File: src/hw/fsxa_regs.vh
// register offsets, field positions, reset values and key codes for the flash store and data ram access block
`ifndef FSXA_REGS_VH
`define FSXA_REGS_VH
`define FSXA_PSC_ADDR      8'h8F
`define FSXA_EMP_ADDR      8'hAA
`define FSXA_FSC_ADDR      8'hB6
`define FSXA_KEY_ADDR      8'hB7
`define FSXA_PSC_RESET     8'h00
`define FSXA_EMP_RESET     8'h00
`define FSXA_FSC_RESET     8'h80
`define FSXA_WE_BIT        0
`define FSXA_EE_BIT        1
`define FSXA_OSE_BIT       7
`define FSXA_DATA_RAM_PAGE_SELECT_BIT     0
`define FSXA_KEY_FIRST     8'hA5
`define FSXA_KEY_SECOND    8'hF1
`define FSXA_LK_LOCKED     2'h0
`define FSXA_LK_FIRST      2'h1
`define FSXA_LK_OPEN       2'h2
`define FSXA_LK_DEAD       2'h3
`endif

File: src/hw/fsxa_top.v
// flash store control, key lock and on-chip data ram address mapping
`timescale 1ns/100ps
`include "fsxa_regs.vh"

module fsxa_top #(
  parameter FLASH_AW = 13
) (
  input  wire                CORE_CLK_I,
  input  wire                NRST_I,
  // special-function register port from the core, same clock
  input  wire                SFR_WR_I,
  input  wire                SFR_RD_I,
  input  wire [7:0]          SFR_ADDR_I,
  input  wire [7:0]          SFR_WDATA_I,
  output wire [7:0]          SFR_RDATA_O,
  // external-data move request from the core
  input  wire                XMOVE_WR_I,
  input  wire                XMOVE_RD_I,
  input  wire                XMOVE_SHORT_I,
  input  wire [15:0]         XMOVE_ADDR_I,
  input  wire [7:0]          XMOVE_WDATA_I,
  output wire [7:0]          XMOVE_RDATA_O,
  // flash macro command side
  output wire                FLASH_PROG_O,
  output wire                FLASH_ERASE_O,
  output wire [FLASH_AW-1:0] FLASH_ADDR_O,
  output wire [7:0]          FLASH_WDATA_O,
  output wire                READ_ONE_SHOT_EN_O,
  output wire [1:0]          LOCK_STATE_O
);

  localparam RAM_DEPTH = 512;

  // storage overview:
  //   psc_reg holds only the two live enable bits of program store control
  //   data_ram_page_select_reg is the single live bit of the page control register
  //   one_shot_reg is the only live bit of flash scale
  //   lock_reg is the two-bit key sequencer state, also the key register read value
  // the flash array itself sits outside; this block only issues one-cycle commands

  reg [1:0]          psc_reg;
  reg                data_ram_page_select_reg;
  reg                one_shot_reg;
  reg [1:0]          lock_reg;
  reg [1:0]          lock_next;
  reg [7:0]          rdata_reg;
  reg [7:0]          xrdata_reg;
  reg                prog_reg;
  reg                erase_reg;
  reg [FLASH_AW-1:0] faddr_reg;
  reg [7:0]          fwdata_reg;
  reg [7:0]          ram [0:RAM_DEPTH-1];

  // request decode; the register port and the move port share the core clock,
  // so no synchroniser is needed on either of them
  // a move write counts as a flash attempt whenever the write enable is set,
  // whatever the lock state: the sequencer decides whether it is honoured
  wire       key_wr   = SFR_WR_I && (SFR_ADDR_I == `FSXA_KEY_ADDR);
  wire       wr_en    = psc_reg[`FSXA_WE_BIT];
  wire       er_en    = psc_reg[`FSXA_EE_BIT];
  wire       flash_wr = XMOVE_WR_I && wr_en;
  // short moves take address bit 8 from the page bit, long ones drop the top seven bits
  wire [8:0] ram_addr = XMOVE_SHORT_I ? {data_ram_page_select_reg, XMOVE_ADDR_I[7:0]}
                                      : XMOVE_ADDR_I[8:0];

  // control registers; reserved bits are never stored so they read zero
  always @(posedge CORE_CLK_I or negedge NRST_I) begin
    if (!NRST_I) begin
      psc_reg      <= 2'h0;
      data_ram_page_select_reg    <= 1'b0;
      one_shot_reg <= 1'b1;
    end else if (SFR_WR_I) begin
      if (SFR_ADDR_I == `FSXA_PSC_ADDR) begin
        psc_reg <= SFR_WDATA_I[1:0];
      end
      if (SFR_ADDR_I == `FSXA_EMP_ADDR) begin
        data_ram_page_select_reg <= SFR_WDATA_I[`FSXA_DATA_RAM_PAGE_SELECT_BIT];
      end
      if (SFR_ADDR_I == `FSXA_FSC_ADDR) begin
        one_shot_reg <= SFR_WDATA_I[`FSXA_OSE_BIT];
      end
    end
  end

  // key lock sequencer; any misstep drops into the dead state that only reset leaves
  // other register writes between the two keys are allowed, only key writes advance it
  // a flash attempt takes priority over a key write in the same cycle, since the
  // attempt alone already decides the outcome in every state but the dead one
  // a key write while open is treated as a wrong key, trading leniency for safety
  always @* begin
    lock_next = lock_reg;
    case (lock_reg)
      `FSXA_LK_LOCKED: begin
        if (flash_wr) begin
          lock_next = `FSXA_LK_DEAD;
        end else if (key_wr) begin
          lock_next = (SFR_WDATA_I == `FSXA_KEY_FIRST) ? `FSXA_LK_FIRST : `FSXA_LK_DEAD;
        end
      end
      `FSXA_LK_FIRST: begin
        if (flash_wr) begin
          lock_next = `FSXA_LK_DEAD;
        end else if (key_wr) begin
          lock_next = (SFR_WDATA_I == `FSXA_KEY_SECOND) ? `FSXA_LK_OPEN : `FSXA_LK_DEAD;
        end
      end
      `FSXA_LK_OPEN: begin
        if (flash_wr) begin
          lock_next = `FSXA_LK_LOCKED;
        end else if (key_wr) begin
          lock_next = `FSXA_LK_DEAD;
        end
      end
      `FSXA_LK_DEAD: begin
        lock_next = `FSXA_LK_DEAD;
      end
      default: begin
        lock_next = `FSXA_LK_DEAD;
      end
    endcase
  end

  // lock state register; reset is the only way out of the dead state
  always @(posedge CORE_CLK_I or negedge NRST_I) begin
    if (!NRST_I) begin
      lock_reg <= `FSXA_LK_LOCKED;
    end else begin
      lock_reg <= lock_next;
    end
  end

  // flash command strobes, one cycle, only from the unlocked state
  // the strobe itself is taken as completion, so the lock returns in the same cycle;
  // a slower macro must latch address and data at the strobe, they hold until the next one
  always @(posedge CORE_CLK_I or negedge NRST_I) begin
    if (!NRST_I) begin
      prog_reg   <= 1'b0;
      erase_reg  <= 1'b0;
      faddr_reg  <= {FLASH_AW{1'b0}};
      fwdata_reg <= 8'h00;
    end else begin
      prog_reg  <= flash_wr && !er_en && (lock_reg == `FSXA_LK_OPEN);
      erase_reg <= flash_wr && er_en && (lock_reg == `FSXA_LK_OPEN);
      if (flash_wr && (lock_reg == `FSXA_LK_OPEN)) begin
        // erase address aligned down to its 512-byte page
        faddr_reg  <= er_en ? {XMOVE_ADDR_I[FLASH_AW-1:9], 9'h000}
                            : XMOVE_ADDR_I[FLASH_AW-1:0];
        fwdata_reg <= er_en ? 8'hFF : XMOVE_WDATA_I; // data ignored on erase
      end
    end
  end

  // data ram; writes land here unless redirected to flash, reads always come here
  // contents are not reset, software must initialise what it reads
  // a write with write enable set never reaches the ram, even when the lock refuses it
  always @(posedge CORE_CLK_I) begin
    if (XMOVE_WR_I && !wr_en) begin
      ram[ram_addr] <= XMOVE_WDATA_I;
    end
  end

  // move read data, registered, holds until the next move read
  always @(posedge CORE_CLK_I or negedge NRST_I) begin
    if (!NRST_I) begin
      xrdata_reg <= 8'h00;
    end else if (XMOVE_RD_I) begin
      xrdata_reg <= ram[ram_addr];
    end
  end

  // register read mux, registered; unmapped addresses read zero
  // read data stands from the edge after the read strobe until the next read
  always @(posedge CORE_CLK_I or negedge NRST_I) begin
    if (!NRST_I) begin
      rdata_reg <= 8'h00;
    end else if (SFR_RD_I) begin
      case (SFR_ADDR_I)
        `FSXA_PSC_ADDR: rdata_reg <= {6'h00, psc_reg};
        `FSXA_EMP_ADDR: rdata_reg <= {7'h00, data_ram_page_select_reg};
        `FSXA_FSC_ADDR: rdata_reg <= {one_shot_reg, 7'h00};
        `FSXA_KEY_ADDR: rdata_reg <= {6'h00, lock_reg};
        default:        rdata_reg <= 8'h00;
      endcase
    end
  end

  // every output is a plain flip-flop copy, no logic after the registers
  assign SFR_RDATA_O        = rdata_reg;
  assign XMOVE_RDATA_O      = xrdata_reg;
  assign FLASH_PROG_O       = prog_reg;
  assign FLASH_ERASE_O      = erase_reg;
  assign FLASH_ADDR_O       = faddr_reg;
  assign FLASH_WDATA_O      = fwdata_reg;
  assign READ_ONE_SHOT_EN_O = one_shot_reg; // off keeps sense amps on a full cycle
  assign LOCK_STATE_O       = lock_reg;

endmodule // fsxa_top

File: config.mk
export PLATFORM = sky130hd
export DESIGN_NAME = fsxa_top
export DESIGN_NICKNAME = d
export VERILOG_FILES = /design/src/hw/fsxa_top.v
export VERILOG_INCLUDE_DIRS = /design/src /design/src/hw
export SDC_FILE = /design/constraint.sdc
export NUM_CORES = 2
export LEC_CHECK = 0
export BUFFER_PORTS_ARGS = -buffer_cell sky130_fd_sc_hd__buf_2
export CAP_MARGIN = 25
export CORE_UTILIZATION = 45
export DETAILED_ROUTE_END_ITERATION = 16
export PLACE_DENSITY_LB_ADDON = 0.3
export REMOVE_ABC_BUFFERS = 1
export SLEW_MARGIN = 20
export SYNTH_ARGS = -nofsm -noshare
export SYNTH_HDL_FRONTEND = slang
export SYNTH_SLANG_ARGS = --single-unit
File: constraint.sdc
create_clock -name CORE_CLK_I -period 3.73 [get_ports CORE_CLK_I]
set_input_delay 0.1865 -clock CORE_CLK_I [delete_from_list [all_inputs] [get_ports CORE_CLK_I]]
set_output_delay 0.1865 -clock CORE_CLK_I [all_outputs]
set_load 0.02 [all_outputs]
# == After elaboration in Yosys (flattened, before gate mapping) ==
# Memory sizes are Yosys's and may differ from the RTL's. A register that Yosys moved wholly into a read port is not among the register bits.
# Index checks and enable logic that the tools add are counted.
# Widths: inputs -> output; s select.
# totals
ff_bits,37
ramBits,4096
in_bits,47
out_inout_bits,42
wordCells,53
n_memories,1
# mem_list
name,words,width,rd,rd_clocked_by_memory_dff,wr,line_no,rtl
ram,512,8,1,1,1,fsxa_top.v:52,reg [7:0] ram [0:RAM_DEPTH-1];
# op_classes
n_eq_ne,12
mux,15
reduce_logical,16
# ops
op,n
$eq 8x8->1 const B,6
$pmux 8 s4,1
$mux 9,2
$mux 2,7
$ne 3x3->1 const B,3
$logic_and 1x1->1,8
$mux 8,1
$pmux 2 s4,1
$reduce_and 2->1,3
$eq 2x2->1 const B,2
$logic_not 1->1,3
$mux 1,3
$reduce_and 3->1,1
$eq 2x1->1 const B,1
$logic_not 2->1,1

# == Longest topological paths before layout ==
# depth
depth_word,5
depth_mapped,14
mapped_depth_nobuf,7

# == Least setup slack after synthesis ==
# OpenSTA, ideal clock, no wires.
# synth_path
path_kind,input to register
start,in XMOVE_ADDR_I[0]
end,mem ram[32][0] (enable)
setup_time_ps,371
arrival_ps,2702
required_time_ps,3359
slack_ps,657
stages,12
path_buffers,9
path_cell_list,buf_4 -> buf_6 -> buf_4 -> buf_4 -> buf_4 -> buf_4 -> buf_4 -> buf_2 -> nor3b_1 -> nand2_1 -> clkbuf_1 -> nor2_1
# synth_between
elab_chain_len,1
# synth_rtl
item,line_no,rtl
start: declaration,fsxa_top.v:20,"input wire [15:0] XMOVE_ADDR_I,"
$mux 9,fsxa_top.v:63,"wire [8:0] ram_addr = XMOVE_SHORT_I ? {data_ram_page_select_reg, XMOVE_ADDR_I[7:0]}"
end: declaration,fsxa_top.v:52,
# Every way passes these cells.

# == Final worst setup path ==
# layout_path
start,reg data_ram_page_select_reg
end,reg xrdata_reg[2] (netlist: XMOVE_RDATA_O[2]) (read register of ram)
# layout_between
elab_chain_len,1
# layout_rtl
item,line_no,rtl
start: declaration,fsxa_top.v:42,reg data_ram_page_select_reg;
start signal: assignment,fsxa_top.v:77,data_ram_page_select_reg <= SFR_WDATA_I[`FSXA_DATA_RAM_PAGE_SELECT_BIT];
$mux 9,fsxa_top.v:63,
end: declaration,fsxa_top.v:47,reg [7:0] xrdata_reg;
# Every way passes these cells.
# A chain may end at the register's enable or synchronous reset.

==> metrics.md <==
| Metric | Value |
|---|---|
| Crit end category | flop |
| Drt initial violations | 11958 |
| Tot Pwr | 97.90 mW |
| Tcrit/Tclk final | 0.9845 |
| Dpl hpwl | 287900 µm |
| Reg power frac | 0.524 |
| Die Height | 598.4 µm |
| Pint | 76.69 mW |
| Syn Area/Cell | 21.59 µm² |
| Final Hold Vio Count | 0 |
| Synth cell types | 61 |
| Data required time of the worst path | 4.62 ns |
| Worst R2R Path Depth | 10 |
| Drt via density | 6.116 |
| Post-CTS Setup Repair Bufs | 0 |
| DP Cell Count | 12718 |
| Unrepaired setup endpoints after global routing | false |
| Vias | 82827 |
| First-pass GRT wire length | 633400 µm |
| Synth Flop Type | edfxtp_1 |
| Most numerous cell on the critical path | buf_4 |
| Cell Chain, Critical Path | mux2_4, buf_4, nand4_1, o32ai_1, nor3_2, buf_4, nand3_2, buf_4, or3_1, o32a_1 |
| Warnings from Yosys | 0 |
| Final Setup Violations | 0 |
| Status | completed |
| HP Start | XMOVE_SHORT_I |
| Final hold slack | 0.1812 ns |
| Fin cells | 13542 |
| Bufs and invs on worst path | 3 |
| Top cell type's share of synthesized area | 0.7683 |
| Share of cells above drive strength 1 | 0.3114 |
| Crit Path Max Fanout | 14 |
| Critical Path Start Type | flop |
| Register name with the most flops | ram |
| Max FFs per register | 4096 |
| Worst Hold Class | input port to flop |
| CTS Buf Count | 414 |
| Switching power total | 21.21 mW |
| Die area | 358100 µm² |
| Placeable Area | 353200 µm² |
| CTS tree | done |
| RR Endpoint | XMOVE_RDATA_O[2]$_DFFE_PN0P_ |
| Deepest clock path buffer count | 4 |
| Total grt overflow | 0 |
| PortBufs | 80 |
| Commonest cells in the netlist | 4096 x edfxtp_1, 1062 x mux4_2, 554 x nor2_1, 294 x nand2_1, 242 x clkbuf_1 |
| Number of synthesized register bits | 4136 |
| Register area share after synthesis | 0.7746 |
| Clock group share of total power | 0.422 |
| Crit Path Class | flop to flop |
| Fmax | 272.3 MHz |
| Combinational share of power | 0.054 |
| Synthesis-to-finish area growth | 17.01% |
| # DRC | 0 |
| Cell family with most CP delay | simple AND/OR/NAND/NOR gates |
| Nets | 8505 |
| Most frequent cell after synthesis | edfxtp_1 |
| R2r setup slk | 0.06 ns |
| Initial Util | 0.4532 |
| Post-synthesis cell area | 160100 µm² |
| H-tree levels | 5 |
| Top-level I/O count | 89 |
| Vias in the first global route | 82974 |
| Final Max Slew Viols | 0 |
| Max-Cap Viols | 0 |
| CTS clock-pin slew for the worst setup and hold paths | 0.06 ns |
| Largest area contributor in the netlist | edfxtp_1 |
| Hold Path Stages | 5 |
| Worst clock skew | 0.1270 ns |
| FP Rows | 218 |
| Hold Path Sink | XMOVE_RDATA_O[0]$_DFFE_PN0P_ |
| DRT Pass-1 Iters | 5 |
| Initial antenna violation count | 25 |
| Dpl cell area | 173300 µm² |
| GRT Total Usage | 0.2499 |
| Max incr delay on CP | 0.51 ns |
| Clock Root Buffer | clkbuf_16 |
| Crit path depth | 10 |
| Drt total wl | 450800 µm |
| Worst slew pin tran | 1.325 ns |
| DIE WIDTH | 598.4 µm |
| Minimum clock period | 3.672 ns |
| EDFF count, synth | 4096 |
| Leak pwr | 60.25 nW |
| Worst IR Drop VDD | 0.4058 mV |
| Clk sinks | 4136 |
| Synth area leaders | edfxtp_1 77%, mux4_2 15%, mux2i_1 1.5% |
| Antenna-violating nets left | 0 |
| Final Cell Area | 187300 µm² |
| Fraction of registers with async set/reset | 0.009671 |
| Reg2reg start | data_ram_page_select_reg$_DFFE_PN0P_ |
| Sw Ratio | 0.2167 |
| Routed len/inst | 33.29 µm |
| Pwr Density | 522.6 nW/µm² |
| CP arrival | 4.56 ns |
| Clock Latency Late Sink | 1.01 ns |
| Crit path max-delay cell type | nor3_2 |
| Largest net degree at the start of global routing | 121 |
| Routability cong. | 0.8990 |
| Post-Synthesis Cells | 7416 |
| Slew headroom | 0.1169 |
## worst max-delay path by stage
| stage | from | endpoint | slack, ns |
|---|---|---|---|
| floorplan | XMOVE_ADDR_I[3] | XMOVE_RDATA_O[7]$_DFFE_PN0P_ | -2.81 |
| detailed placement | XMOVE_ADDR_I[0] | XMOVE_RDATA_O[2]$_DFFE_PN0P_ | -0.79 |
| CTS | data_ram_page_select_reg$_DFFE_PN0P_ | XMOVE_RDATA_O[2]$_DFFE_PN0P_ | 0.03 |
| finish | data_ram_page_select_reg$_DFFE_PN0P_ | XMOVE_RDATA_O[2]$_DFFE_PN0P_ | 0.06 |
| global placement | XMOVE_ADDR_I[0] | XMOVE_RDATA_O[2]$_DFFE_PN0P_ | -0.78 |
| global route | data_ram_page_select_reg$_DFFE_PN0P_ | XMOVE_RDATA_O[2]$_DFFE_PN0P_ | 0.11 |
## worst reg2reg max path, stage by stage (launching register included)
cell and delay, ns:
dfrtp_1 0.43, mux2_4 0.43, buf_4 0.28, nand4_1 0.25, o32ai_1 0.19, nor3_2 0.51
buf_4 0.21, nand3_2 0.20, buf_4 0.24, or3_1 0.48, o32a_1 0.38
## area by class of cell
cell class / count / area, µm²
Fill cell: 26787 / 165900
Sequential cell: 4136 / 124000
Multi-Input combinational cell: 2805 / 34110
Clock buffer: 521 / 10930
Timing Repair Buffer: 1092 / 9794
Tap cell: 4730 / 5918
Clock inverter: 241 / 2496
Inverter: 9 / 41.29
Antenna cell: 8 / 20.02
## cells by family (layout without fill, tap and decap cells)
group                  Yosys count  after routing  share of synthesized area
other                            1             13                 0.00002343
AO/OA/AOI/OAI                  365            365                    0.01659
AND/OR/NAND/NOR               1123           1123                    0.02975
buffers and inverters          479           1863                    0.01386
flip-flops                    4136           4136                     0.7746
multiplexers                  1312           1312                     0.1652
## per-stage QoR
| stage | util | TNS [ns] | worst slack, ns |
|---|---|---|---|
| CTS | 0.5302 | 0 | 0.03030 |
| finish | 0.5303 | 0 | 0.05764 |
| floorplan | - | -20.85 | -2.809 |
| detailed placement | 0.4906 | -1.366 | -0.7919 |
| global route | 0.5303 | 0 | 0.1064 |
| global placement | 0.4905 | -1.531 | -0.7805 |
## cells in the final DEF (no fill, tap or decap), types with 10 or more instances in the layout
cell | Yosys | routed
o32ai_1 | 13 | 13
clkbuf_16 | 0 | 416
dlygate4sd3_1 | 0 | 53
a32oi_1 | 64 | 64
nand2_1 | 294 | 278
mux2i_1 | 233 | 232
o21ai_0 | 35 | 35
clkbuf_1 | 242 | 92
nor2b_1 | 24 | 18
a31oi_1 | 11 | 11
a221oi_1 | 12 | 12
edfxtp_1 | 4096 | 4096
buf_12 | 0 | 122
dfrtp_1 | 39 | 39
nor3_1 | 59 | 56
a21oi_1 | 54 | 54
buf_2 | 114 | 67
nor4_1 | 16 | 16
bufinv_16 | 0 | 40
clkinvlp_4 | 0 | 16
nand2_4 | 0 | 16
a22oi_1 | 77 | 77
clkbuf_8 | 0 | 14
clkinv_2 | 0 | 65
mux4_2 | 1062 | 1062
o22ai_1 | 29 | 29
mux2_2 | 17 | 16
nand4_1 | 35 | 35
nor2_1 | 554 | 549
clkinv_1 | 0 | 88
nand2b_1 | 15 | 15
buf_4 | 66 | 837
a22o_1 | 12 | 12
nand3_1 | 90 | 88
buf_8 | 0 | 10
## routing by layer
layer / GRT usage / up-vias / share of wire
met5: 0 / - / 0.00011
met4: 0.08997 / 8 / 0.040
met3: 0.04811 / 780 / 0.097
met2: 0.3933 / 4685 / 0.47
met1: 0.3504 / 44271 / 0.39
li1: - / 33083 / -
## what timing repair did
item,in CTS,in global routing
pin swaps,1,1
hold endpoints to repair,779,0
setup endpoints to repair,1,1
gates resized for setup,3,1
hold buffers,54,0
## power by group through the flow
stage | clock, mW | sequential (mW) | combinational (mW)
2_1_floorplan | 0 | 52.3 | 1.89
3_3_place_gp | 0 | 52.3 | 5.11
3_5_place_dp | 0 | 52.3 | 5.20
4_1_cts | 41.8 | 51.3 | 5.26
5_1_grt | 43.4 | 51.3 | 5.46
6_report | 41.3 | 51.3 | 5.27
No activity file was read; power rests on OpenSTA's default activity.
